File: src/rtl/tws_pkg.sv
// package for the two-wire slave: register map, field positions, reset values, types
// assumes a single core clock domain and a plain strobe register port
package tws_pkg;

   // register indices on the plain register port
   localparam logic [2:0] REG_RCV = 3'h0;
   localparam logic [2:0] REG_TRN = 3'h1;
   localparam logic [2:0] REG_BRG = 3'h2;
   localparam logic [2:0] REG_CON = 3'h3;
   localparam logic [2:0] REG_STAT = 3'h4;
   localparam logic [2:0] REG_ADD = 3'h5;

   // serial_control field positions
   localparam int CON_ENABLE = 15;
   localparam int CON_RELEASE = 12;
   localparam int CON_TENBIT = 10;
   localparam int CON_STRETCH = 6;

   // serial_status field positions
   localparam int STAT_TBF = 0;
   localparam int STAT_RBF = 1;
   localparam int STAT_READ = 2;
   localparam int STAT_OVF = 6;
   localparam int STAT_FULL_ADDRESS_MATCHED = 8;
   localparam int STAT_ADDRD = 9;

   // reset values
   localparam logic [15:0] CON_RST = 16'h1000;
   localparam logic [7:0] BYTE_RST = 8'h00;
   localparam logic [8:0] BRG_RST = 9'h000;
   localparam logic [9:0] ADD_RST = 10'h000;

   // address and framing constants
   localparam logic [4:0] TEN_PREFIX = 5'h1E;
   localparam logic [6:0] ADDR7_LO = 7'h04;
   localparam logic [6:0] ADDR7_HI = 7'h77;
   localparam logic [3:0] BITS_BYTE = 4'h8;

   typedef enum logic [2:0] {
      ST_IDLE = 3'h0,
      ST_ADR1 = 3'h1,
      ST_ADR2 = 3'h2,
      ST_RX = 3'h3,
      ST_TX = 3'h4,
      ST_ACK_OUT = 3'h5,
      ST_ACK_IN = 3'h6
   } tws_state_e;

   typedef struct packed {
      logic [2:0] addr;
      logic [15:0] wdata;
      logic wr;
      logic rd;
   } tws_req_s;

endpackage

File: src/rtl/tws_slave.sv
// two-wire bus slave: address match, byte receive, byte transmit, clock stretch
// assumes an external master on open-drain lines with pull-ups, and software on
// the plain register port in the core_clk domain

// Summary of operation
// - 7-bit mode compares address bits 6:0 with byte bits 7:1; bit 0 is direction.
// - every data bit is sampled on a rising serial clock edge.
// - when enabled, idle until Start, then shift eight bits for address compare.
// - on match acknowledge, then pulse slave event on the ninth falling edge.
// - address match leaves receive buffer and buffer-full flag untouched.
// - read direction enters transmit, acknowledges, and with transmit buffer empty holds clock low until software sets clock release.
// - transmit bits change after falling clock edges, stable while clock high.
// - transmit pulses the event on the ninth falling edge, ack or not.
// - receive moves completed byte into buffer when empty and acknowledges if overflow is clear.
// - buffer full on completion: no ack, keep old byte, still pulse event.
// - overflow set but buffer empty: load the byte but withhold acknowledge.
// - ten-bit select off means 7-bit address, on means full 10-bit address.
// - 10-bit first byte compares 11110 prefix and two top address bits.
// - first byte write match pulses, clears full-match flag; else clear and idle.
// - second byte compares low eight bits; match pulses and sets full-match flag.
// - after Repeated Start following full match, a read first byte alone suffices.
// - 7-bit addresses 0x04-0x77 ordinary; 0x78-0x7b are ten-bit prefixes.
// - transmit with an empty buffer stretches the clock regardless of stretch enable.
// - ack sampled with transmit buffer empty clears clock release, holding clock low.
// - transmit byte written before ninth fall: no release clear, no stretch.
// - software may set clock release at any time.
module tws_slave
   import tws_pkg::*;
(
   // clock and reset
   input wire logic core_clk,
   input wire logic arst_n,
   // register port
   input wire tws_req_s reg_req,
   output logic [15:0] reg_rdata,
   // serial clock line
   input wire logic scl_i,
   output logic scl_o,
   output logic scl_oe,
   // serial data line
   input wire logic sda_i,
   output logic sda_o,
   output logic sda_oe,
   // event
   output logic slave_event
);

   ////////////////////////////////////////////////////////////////////////////
   // line synchronisers and edge detection

   logic [1:0] scl_sync_q;
   logic [1:0] sda_sync_q;
   logic scl_prev_q;
   logic sda_prev_q;
   logic scl_s;
   logic sda_s;
   logic scl_rise;
   logic scl_fall;
   logic bus_start;
   logic bus_stop;

   always_ff @(posedge core_clk or negedge arst_n) begin
      if (!arst_n) begin
         scl_sync_q <= 2'h3;
         sda_sync_q <= 2'h3;
         scl_prev_q <= 1'b1;
         sda_prev_q <= 1'b1;
      end else begin
         scl_sync_q <= {scl_sync_q[0], scl_i};
         sda_sync_q <= {sda_sync_q[0], sda_i};
         scl_prev_q <= scl_sync_q[1];
         sda_prev_q <= sda_sync_q[1];
      end
   end

   assign scl_s = scl_sync_q[1];
   assign sda_s = sda_sync_q[1];
   // edges of the master clock as seen from the core clock
   assign scl_rise = scl_s & ~scl_prev_q;
   assign scl_fall = ~scl_s & scl_prev_q;
   assign bus_start = scl_s & scl_prev_q & sda_prev_q & ~sda_s;
   assign bus_stop = scl_s & scl_prev_q & ~sda_prev_q & sda_s;

   ////////////////////////////////////////////////////////////////////////////
   // software registers

   logic [15:0] con_q;
   logic [7:0] trn_q;
   logic [7:0] rcv_q;
   logic [8:0] brg_q;
   logic [9:0] add_q;
   logic tbf_q;
   logic rbf_q;
   logic ovf_q;
   logic full_address_matched_q;
   logic addrd_q;
   logic read_q;
   logic rel_q;
   logic [15:0] rdata_q;
   logic wr_con;
   logic wr_trn;
   logic wr_stat;
   logic rd_rcv;
   logic enable;
   logic tenbit;
   logic tbf_eff;
   logic [7:0] trn_eff;

   assign wr_con = reg_req.wr & (reg_req.addr == REG_CON);
   assign wr_trn = reg_req.wr & (reg_req.addr == REG_TRN);
   assign wr_stat = reg_req.wr & (reg_req.addr == REG_STAT);
   assign rd_rcv = reg_req.rd & (reg_req.addr == REG_RCV);
   assign enable = con_q[CON_ENABLE];
   assign tenbit = con_q[CON_TENBIT];
   // a byte written in the same cycle as a load is taken, not lost
   assign tbf_eff = tbf_q | wr_trn;
   assign trn_eff = wr_trn ? reg_req.wdata[7:0] : trn_q;

   always_ff @(posedge core_clk or negedge arst_n) begin
      if (!arst_n) begin
         con_q <= CON_RST;
         trn_q <= BYTE_RST;
         brg_q <= BRG_RST;
         add_q <= ADD_RST;
      end else begin
         if (wr_con) begin
            con_q <= reg_req.wdata;
         end
         if (wr_trn) begin
            trn_q <= reg_req.wdata[7:0];
         end
         if (reg_req.wr && reg_req.addr == REG_BRG) begin
            brg_q <= reg_req.wdata[8:0];
         end
         if (reg_req.wr && reg_req.addr == REG_ADD) begin
            add_q <= reg_req.wdata[9:0];
         end
      end
   end

   // read data stand only in the cycle after the strobe
   always_ff @(posedge core_clk or negedge arst_n) begin
      if (!arst_n) begin
         rdata_q <= 16'h0000;
      end else if (reg_req.rd) begin
         case (reg_req.addr)
            REG_RCV: rdata_q <= {8'h00, rcv_q};
            REG_TRN: rdata_q <= {8'h00, trn_q};
            REG_BRG: rdata_q <= {7'h00, brg_q};
            REG_CON: begin
               rdata_q <= con_q;
               rdata_q[CON_RELEASE] <= rel_q;
            end
            REG_STAT: begin
               rdata_q <= 16'h0000;
               rdata_q[STAT_TBF] <= tbf_q;
               rdata_q[STAT_RBF] <= rbf_q;
               rdata_q[STAT_READ] <= read_q;
               rdata_q[STAT_OVF] <= ovf_q;
               rdata_q[STAT_FULL_ADDRESS_MATCHED] <= full_address_matched_q;
               rdata_q[STAT_ADDRD] <= addrd_q;
            end
            REG_ADD: rdata_q <= {6'h00, add_q};
            default: rdata_q <= 16'h0000;
         endcase
      end else begin
         rdata_q <= 16'h0000;
      end
   end

   assign reg_rdata = rdata_q;

   ////////////////////////////////////////////////////////////////////////////
   // byte decision at the eighth falling edge

   tws_state_e state_q;
   tws_state_e nxt_q;
   logic [3:0] cnt_q;
   logic [7:0] sh_q;
   logic [7:0] tx_sh_q;
   logic ack_q;
   logic evt_q;
   logic mack_q;
   logic pend_q;
   logic byte_state;
   logic eval_fire;
   logic match7;
   logic match10hi;
   logic dec_ack;
   logic dec_evt;
   logic dec_load;
   logic dec_ovf;
   logic dec_a10_set;
   logic dec_a10_clr;
   tws_state_e dec_nxt;

   assign byte_state = (state_q == ST_ADR1) | (state_q == ST_ADR2) | (state_q == ST_RX);
   assign eval_fire = enable & byte_state & scl_fall & (cnt_q == BITS_BYTE);
   // only the ordinary 7-bit range can match; the prefix range never does
   assign match7 = (sh_q[7:1] == add_q[6:0]) & (add_q[6:0] >= ADDR7_LO)
                 & (add_q[6:0] <= ADDR7_HI);
   assign match10hi = (sh_q[7:3] == TEN_PREFIX) & (sh_q[2:1] == add_q[9:8]);

   always_comb begin
      dec_ack = 1'b0;
      dec_evt = 1'b0;
      dec_load = 1'b0;
      dec_ovf = 1'b0;
      dec_a10_set = 1'b0;
      dec_a10_clr = 1'b0;
      dec_nxt = ST_IDLE;
      if (state_q == ST_ADR1) begin
         if (!tenbit) begin
            if (match7) begin
               dec_ack = 1'b1;
               dec_evt = 1'b1;
               dec_nxt = sh_q[0] ? ST_TX : ST_RX;
            end
         end else if (match10hi && !sh_q[0]) begin
            dec_ack = 1'b1;
            dec_evt = 1'b1;
            dec_a10_clr = 1'b1;
            dec_nxt = ST_ADR2;
         end else if (match10hi && addrd_q) begin
            dec_ack = 1'b1;
            dec_evt = 1'b1;
            dec_nxt = ST_TX;
         end else begin
            dec_a10_clr = 1'b1;
         end
      end else if (state_q == ST_ADR2) begin
         if (sh_q == add_q[7:0]) begin
            dec_ack = 1'b1;
            dec_evt = 1'b1;
            dec_a10_set = 1'b1;
            dec_nxt = ST_RX;
         end else begin
            dec_a10_clr = 1'b1;
         end
      end else if (state_q == ST_RX) begin
         dec_evt = 1'b1;
         dec_nxt = ST_RX;
         if (!rbf_q) begin
            dec_load = 1'b1;
            dec_ack = ~ovf_q;
         end else begin
            dec_ovf = 1'b1;
         end
      end
   end

   ////////////////////////////////////////////////////////////////////////////
   // bit sequencer

   logic ack_out_fall;
   logic ack_in_fall;
   logic tx_begin;
   logic tx_load;
   logic tx_stall;

   assign ack_out_fall = enable & (state_q == ST_ACK_OUT) & scl_fall & ~bus_start & ~bus_stop;
   assign ack_in_fall = enable & (state_q == ST_ACK_IN) & scl_fall & ~bus_start & ~bus_stop;
   assign tx_begin = (ack_out_fall & ack_q & (nxt_q == ST_TX)) | (ack_in_fall & mack_q);
   // nothing to send yet: stretch, and take the byte once software loads it
   assign tx_load = (tx_begin | pend_q) & tbf_eff;
   assign tx_stall = tx_begin & ~tbf_eff;

   always_ff @(posedge core_clk or negedge arst_n) begin
      if (!arst_n) begin
         state_q <= ST_IDLE;
         nxt_q <= ST_IDLE;
         cnt_q <= 4'h0;
         sh_q <= BYTE_RST;
         ack_q <= 1'b0;
         evt_q <= 1'b0;
         mack_q <= 1'b0;
      end else if (!enable) begin
         state_q <= ST_IDLE;
         cnt_q <= 4'h0;
         ack_q <= 1'b0;
      end else if (bus_start) begin
         state_q <= ST_ADR1;
         cnt_q <= 4'h0;
         ack_q <= 1'b0;
      end else if (bus_stop) begin
         state_q <= ST_IDLE;
         ack_q <= 1'b0;
      end else begin
         unique case (state_q)
            ST_IDLE: begin
               cnt_q <= 4'h0;
            end
            ST_ADR1, ST_ADR2, ST_RX: begin
               if (scl_rise) begin
                  sh_q <= {sh_q[6:0], sda_s};
                  cnt_q <= cnt_q + 4'h1;
               end else if (eval_fire) begin
                  ack_q <= dec_ack;
                  evt_q <= dec_evt;
                  nxt_q <= dec_nxt;
                  state_q <= ST_ACK_OUT;
                  cnt_q <= 4'h0;
               end
            end
            ST_ACK_OUT: begin
               if (scl_fall) begin
                  ack_q <= 1'b0;
                  state_q <= ack_q ? nxt_q : ST_IDLE;
               end
            end
            ST_TX: begin
               if (scl_rise) begin
                  cnt_q <= cnt_q + 4'h1;
               end else if (scl_fall && cnt_q == BITS_BYTE) begin
                  state_q <= ST_ACK_IN;
                  cnt_q <= 4'h0;
               end
            end
            ST_ACK_IN: begin
               if (scl_rise) begin
                  mack_q <= ~sda_s;
               end else if (scl_fall) begin
                  state_q <= mack_q ? ST_TX : ST_IDLE;
               end
            end
            default: begin
               state_q <= ST_IDLE;
            end
         endcase
      end
   end

   // transmit shifter: next bit presented after each falling edge
   always_ff @(posedge core_clk or negedge arst_n) begin
      if (!arst_n) begin
         tx_sh_q <= 8'hFF;
         pend_q <= 1'b0;
      end else if (!enable || bus_start || bus_stop) begin
         tx_sh_q <= 8'hFF;
         pend_q <= 1'b0;
      end else if (tx_load) begin
         tx_sh_q <= trn_eff;
         pend_q <= 1'b0;
      end else if (tx_stall) begin
         pend_q <= 1'b1;
      end else if (state_q == ST_TX && scl_fall && cnt_q < BITS_BYTE) begin
         tx_sh_q <= {tx_sh_q[6:0], 1'b1};
      end
   end

   ////////////////////////////////////////////////////////////////////////////
   // flags

   always_ff @(posedge core_clk or negedge arst_n) begin
      if (!arst_n) begin
         rcv_q <= BYTE_RST;
      end else if (eval_fire && dec_load) begin
         rcv_q <= sh_q;
      end
   end

   // hardware set wins over the software clear in the same cycle
   always_ff @(posedge core_clk or negedge arst_n) begin
      if (!arst_n) begin
         rbf_q <= 1'b0;
         ovf_q <= 1'b0;
      end else begin
         if (eval_fire && dec_load) begin
            rbf_q <= 1'b1;
         end else if (rd_rcv) begin
            rbf_q <= 1'b0;
         end
         if (eval_fire && dec_ovf) begin
            ovf_q <= 1'b1;
         end else if (wr_stat && !reg_req.wdata[STAT_OVF]) begin
            ovf_q <= 1'b0;
         end
      end
   end

   always_ff @(posedge core_clk or negedge arst_n) begin
      if (!arst_n) begin
         tbf_q <= 1'b0;
      end else if (wr_trn) begin
         tbf_q <= ~tx_load;
      end else if (tx_load) begin
         tbf_q <= 1'b0;
      end
   end

   // addrd_q survives a repeated start, ends with stop or disable; the full-match flag outlasts both
   always_ff @(posedge core_clk or negedge arst_n) begin
      if (!arst_n) begin
         full_address_matched_q <= 1'b0;
         addrd_q <= 1'b0;
      end else if (!enable || bus_stop) begin
         addrd_q <= 1'b0;
      end else if (eval_fire && dec_a10_set) begin
         full_address_matched_q <= 1'b1;
         addrd_q <= 1'b1;
      end else if (eval_fire && dec_a10_clr) begin
         full_address_matched_q <= 1'b0;
         addrd_q <= 1'b0;
      end
   end

   always_ff @(posedge core_clk or negedge arst_n) begin
      if (!arst_n) begin
         read_q <= 1'b0;
      end else if (eval_fire && dec_ack) begin
         read_q <= (dec_nxt == ST_TX);
      end else if (bus_stop || !enable) begin
         read_q <= 1'b0;
      end
   end

   // software set wins over the automatic clear; software clear only with stretch enabled
   always_ff @(posedge core_clk or negedge arst_n) begin
      if (!arst_n) begin
         rel_q <= CON_RST[CON_RELEASE];
      end else if (wr_con && reg_req.wdata[CON_RELEASE]) begin
         rel_q <= 1'b1;
      end else if (tx_stall) begin
         rel_q <= 1'b0;
      end else if (wr_con && con_q[CON_STRETCH]) begin
         rel_q <= 1'b0;
      end
   end

   ////////////////////////////////////////////////////////////////////////////
   // line drivers and event

   logic hold_q;
   logic sda_oe_q;
   logic event_q;

   // the clock is only pulled once it is seen low, so high time is never cut
   always_ff @(posedge core_clk or negedge arst_n) begin
      if (!arst_n) begin
         hold_q <= 1'b0;
      end else if (rel_q || !enable) begin
         hold_q <= 1'b0;
      end else if (!scl_s) begin
         hold_q <= 1'b1;
      end
   end

   always_ff @(posedge core_clk or negedge arst_n) begin
      if (!arst_n) begin
         sda_oe_q <= 1'b0;
      end else begin
         sda_oe_q <= enable & (((state_q == ST_ACK_OUT) & ack_q)
                   | ((state_q == ST_TX) & ~tx_sh_q[7]));
      end
   end

   always_ff @(posedge core_clk or negedge arst_n) begin
      if (!arst_n) begin
         event_q <= 1'b0;
      end else begin
         event_q <= (ack_out_fall & evt_q) | ack_in_fall;
      end
   end

   // open drain: the lines are only ever pulled low
   assign scl_o = 1'b0;
   assign sda_o = 1'b0;
   assign scl_oe = hold_q;
   assign sda_oe = sda_oe_q;
   assign slave_event = event_q;

endmodule

File: config.mk
export PLATFORM = sky130hd
export DESIGN_NAME = tws_slave
export DESIGN_NICKNAME = d
export VERILOG_FILES = /design/src/rtl/tws_pkg.sv /design/src/rtl/tws_slave.sv
export SDC_FILE = /design/constraint.sdc
export NUM_CORES = 1
export LEC_CHECK = 0
export ABC_AREA = 1
export BUFFER_PORTS_ARGS = -buffer_cell sky130_fd_sc_hd__buf_2
export CAP_MARGIN = 20
export CORE_AREA = 5 5 105 107
export DETAILED_ROUTE_END_ITERATION = 12
export DIE_AREA = 0 0 110 112
export GPL_TIMING_DRIVEN = 0
export PLACE_DENSITY = 0.83
export SYNTH_ARGS = -nofsm -noshare
export SYNTH_HDL_FRONTEND = slang
export SYNTH_SLANG_ARGS = --single-unit
export TNS_END_PERCENT = 30
File: constraint.sdc
create_clock -name core_clk -period 3.1 [get_ports core_clk]
set_input_delay 0.62 -clock core_clk [delete_from_list [all_inputs] [get_ports core_clk]]
set_output_delay 0.62 -clock core_clk [all_outputs]
set_load 0.03 [all_outputs]
Word level (Yosys, flattened, before mapping) --
Cells that the tools add are included.
Storage, ports and cells: flip-flop bits (word level) 113, bits in latches 0, memory bits (writable) 0, memory bits (read-only) 0, output and inout port bits 21, memories kept 0
Operators by class: add/sub/neg operators 1, multiply operators 0, divide/modulo/power cells 0, order comparisons 3, equal/unequal tests 33, shift operators 0, multiplexer cells 91, bitwise logic cells 53, reduce and logical (&&, ||, !) cells 42
Operators by type and width (number):
- 16-bit case mux with 6 select lines | 1
- 3-bit two-way mux | 19
- 1-bit two-way mux | 53
- 5-bit != test (second input constant) | 9
- 8-bit two-way mux | 5
- 1-bit bitwise AND | 34
- 4-bit two-way mux | 7
- 3-bit equality test (second input constant) | 7
- 16-bit two-way mux | 1
- 1-bit logical AND | 15
- 3-bit case mux with 5 select lines | 1
- 3-bit by 2-bit equality test with 1-bit output (second input constant) | 4
- 1-bit inverter | 12
- 4-bit case mux with 3 select lines | 1
- 3-bit nonzero test | 4
- 5-bit AND reduction | 2
- 2-bit nonzero test | 5
- 8-bit equality test | 1
- 4-bit AND reduction | 2
- 8-bit AND reduction | 1
- 7-bit equality test | 1
- 7-bit by 3-bit >= comparator with 1-bit output (second input constant) | 1
- 7-bit <= comparator (second input constant) | 1
- 1-bit bitwise OR | 7
- other kinds (20) | 29

Depth between registers and ports, before layout --
depth in word-level cells 13, gate-level depth with buffers 12, mapped depth without buffers 12

Worst setup path after synthesis --
OpenSTA, ideal clock, no wires.
path kind reg-to-reg, from register scl_prev_q, to register rcv_q[6], library setup time 0.119 ns, data arrival time 1.620 ns, data required time 2.981 ns, path slack 1.361 ns, stages on the path, launching flop included 11, clock period less this slack 1.739 ns, cell sequence dfstp_2 > inv_2 > nor2_4 > inv_2 > nor2_4 > inv_2 > nor3_4 > nand3_4 > buf_6 > nand2_2 > o21ai_2
Between the ends: cells in the longest elaborated chain, start to end 4
RTL lines:
- start: declaration | line tws_slave.sv:53 | logic scl_prev_q;
- start signal: assignment | line tws_slave.sv:71 | scl_prev_q <= scl_sync_q[1];
- 1-bit bitwise AND | line tws_slave.sv:80 | assign scl_fall = ~scl_s & scl_prev_q;
- 1-bit bitwise AND (2 in a row) | line tws_slave.sv:198 | assign eval_fire = enable & byte_state & scl_fall & (cnt_q == BITS_BYTE);
- 1-bit logical AND | line tws_slave.sv:357 | end else if (eval_fire && dec_load) begin
- end signal: assignment | line tws_slave.sv:358 | rcv_q <= sh_q;
- end: declaration | line tws_slave.sv:89 | logic [7:0] rcv_q;
Every way passes these cells. A chain may end at the register's enable or synchronous reset.

Final worst setup path --
Same ends and word-level chain as after synthesis.

==> reports/metrics.csv <==
stage;metric;value;unit
worst_setup_path;critPathBufInv;4;
worst_setup_path;worst-setup-path-type;reg -> reg;
timing;setup_violations;0;
pwr;irDropWorstVdd;0.279;mV
pwr;leakage;2.86;nW
min_path;hold_path_class;in -> async;
cts;cts-root-buf;clkbuf_8;
worst_setup_path;crit_family;simple AND/OR/NAND/NOR gates;
floorplanning;rows;37;
finish;antennaDiodeCount;0;
place;place_congestion;1.02;
logic_synthesis;ys_ff_latch;112;
cts;clock_latency;380;ps
status;outcome;complete, no violations;
timing;setup-tns-final;0;ps
grt;grt_usage;22.6;%
logic_synthesis;synth-edff-count;0;
cts;postCtsSetupBuffers;0;
logic_synthesis;synth_cells;634;
logic_synthesis;synth-adder-area-share;0.473;%
timing;relSlewSlack;63.2;%
logic_synthesis;yosysTopAreaCell;dfrtp_1;
logic_synthesis;yosysMostFrequentCell;nand2_1;
floorplanning;die_w;110;µm
grt;grt_pass1_wl;21.8;mm
detailed_routing;wirelength;12.8;mm
cts;cts.clk_slew.worst_paths;100;ps
detailed_routing;via_per_inst;5.52;
logic_synthesis;avgSynthCellArea;8.35;µm²
detailed_routing;first_pass_iters;5;
cts;numClockSinks;112;
grt;antenna_found_initial;0;
logic_synthesis;yosysSeqAreaShare;53.3;%
logic_synthesis;yosysWarnings;0;
timing;drv_slew;0;
logic_synthesis;synthTopCellsByCount;nand2_1, dfrtp_1, o21ai_0;
floorplanning;io_pins;46;
logic_synthesis;syn_area;5300;µm²
timing;finalCriticalPeriod;2080;ps
worst_setup_path;reg2reg_slack;1020;ps
finish;fin_nets;717;
timing;whs;225;ps
detailed_routing;drc;0;
grt;gr-total-overflow;0;
logic_synthesis;synthXorXnorAreaFrac;0.992;%
detailed_routing;vias;4587;
logic_synthesis;synthTopCellsByArea;dfrtp_1, nand2_1, dfstp_2;
cts;htreeDepth;3;
logic_synthesis;synth_flop_cell;dfrtp_1;
floorplanning;die_h;112;µm
logic_synthesis;synth_compound_area_share;14.0;%
cts;hold_buffers;0;
grt;grt_max_degree;71;
worst_setup_path;crit_slowest_cell;dfstp_2;
detailed_routing;ant_nets;0;
timing;rsz0062_at_grt;no;
cts;cts_buffer_depth;2;
floorplanning;coreArea;10000;µm²
worst_setup_path;cp_cell_sequence;inv_2 -> nor2_4 -> inv_2 -> nor2_4 -> inv_2 -> nor3_4 -> nand3_4 -> buf_6 -> nand2_2 -> o21ai_2;
logic_synthesis;ys_types;41;
timing;fmax;0.481;GHz
logic_synthesis;synth_top_area_share;45.8;%
timing;fin_crit_sh;67.1;%
floorplanning;initial_core_util;52.7;%
worst_setup_path;end_kind;flip-flop;
logic_synthesis;synth_top_family_by_area;simple AND/OR/NAND/NOR gates;
logic_synthesis;synth_mux_area_share;0;%
logic_synthesis;synthArstFlopShare;100;%
worst_setup_path;critPathMostFrequentCell;inv_2;
worst_setup_path;arrival;2350;ps
timing;tightest_slew;552;ps
place;dp_slack;826;ps
grt;grt_pass1_vias;4393;
cts;post_cts_resized;0;
worst_setup_path;startpoint_type;flip-flop;
pwr;power_density;545;nW/µm²
timing;setup_slack;1020;ps
detailed_routing;drtIter0Drc;459;
worst_setup_path;crit_required;3370;ps
logic_synthesis;synthSimpleGateAreaFrac;24.1;%
timing;hold_viol;0;
place;dp_hpwl;9.44;mm
finish;area_delta_synth_final;12.0;%
finish;drive_above_1_share;16.5;%
place;io_buffer_count;43;
detailed_routing;wire_per_inst;15.4;µm
worst_setup_path;crit_fanout;10;
cts;cts-buffers-inserted;9;
timing;worst_clock_skew;10.6;ps
floorplanning;die-area;12300;µm²
cts;cts_tree;yes;
worst_setup_path;crit_path_max_incr_delay;560;ps
run;drv_cap;0;
[metrics by stage]
| step | power [mW] | cell area, µm² | util [%] | cells |
|---|---|---|---|---|
| final | 3.23 | 5930 | 59.0 | 831 |
| after global routing | 3.41 | 5930 | 59.0 | 831 |
| after global placement | 2.28 | 5680 | 56.6 | 814 |
| after CTS | 3.24 | 5930 | 59.0 | 831 |
| after floorplan | 2.11 | 5300 | - | 635 |
| after detailed placement | 2.31 | 5710 | 56.9 | 815 |
[layout by cell type (no fill, tap or decap), types with 11 or more instances in the layout]
cell and count:
a21oi_1 13, a31oi_1 11, buf_2 44, clkbuf_8 13, dfrtp_1 97, dfstp_2 15, inv_1 68, nand2_1 191
nand3_1 31, nor2_1 41, o21ai_0 70
[worst register-to-register path: cells and delay by family, from the launching register on]
kind / cells / cell delay, ps
buffers and inverters: 4 / 430
and+or+nand+nor: 5 / 930
AOI/OAI and AO/OA: 1 / 50
DFF: 1 / 560
[final timing paths]
check | from | endpoint | cells past startpoint
max in group asynchronous | arst_n | reg_rdata[15] | 2
worst max-delay path | scl_prev_q | rcv_q[6] | 10
worst max register to register | scl_prev_q | rcv_q[6] | 10
worst min-delay path | arst_n | brg_q[3] | 1
worst min register to register | sda_sync_q[0] | sda_sync_q[1] | 0
min in group core_clk | scl_i | scl_sync_q[0] | 1
[kinds of logic after synthesis]
family | count (synthesis)
AND/OR/NAND/NOR | 293
AO/OA/AOI/OAI | 127
flip-flops | 112
buffers and inverters | 93
XOR/XNOR | 6
adder cells (fa/ha/maj) | 2
other | 1
[sequential cells by signal (all words and copies together), names as in the netlist, 2 cells and up]
register,count
con_q,15
state_q,3
trn_q,8
add_q,10
cnt_q,4
sda_sync_q,2
tx_sh_q,8
nxt_q,3
reg_rdata,16
sh_q,8
brg_q,9
scl_sync_q,2
rcv_q,8
[layout make-up]
| cell class | count | area [µm²] |
|---|---|---|
| clock buffers | 14 | 183 |
| multi-input cells | 430 | 2100 |
| repair buffers | 44 | 245 |
| clock inverters | 2 | 35.0 |
| plain buffers | 13 | 73.8 |
| flip-flops and latches | 112 | 2820 |
| fillers | 924 | 4110 |
| well taps | 136 | 170 |
| inverters | 80 | 302 |
[per-layer routing]
layer / part of all wire, % / vias up / track usage [%]
li1: - / 2162 / -
met1: 44 / 2198 / 32.8
met2: 46 / 203 / 33.6
met3: 8.0 / 24 / 4.12
met4: 2.2 / 0 / 8.81
met5: 0 / - / 0
[where the power goes]
group / switching (mW) / total (mW) / leakage (nW) / internal (mW)
combinational: 0.367 / 0.536 / 1.31 / 0.169
clock: 0.477 / 0.939 / 0.113 / 0.462
sequential: 0.116 / 1.76 / 1.44 / 1.64
total: 0.961 / 3.23 / 2.86 / 2.27
Power figures use the tool's default switching activity.
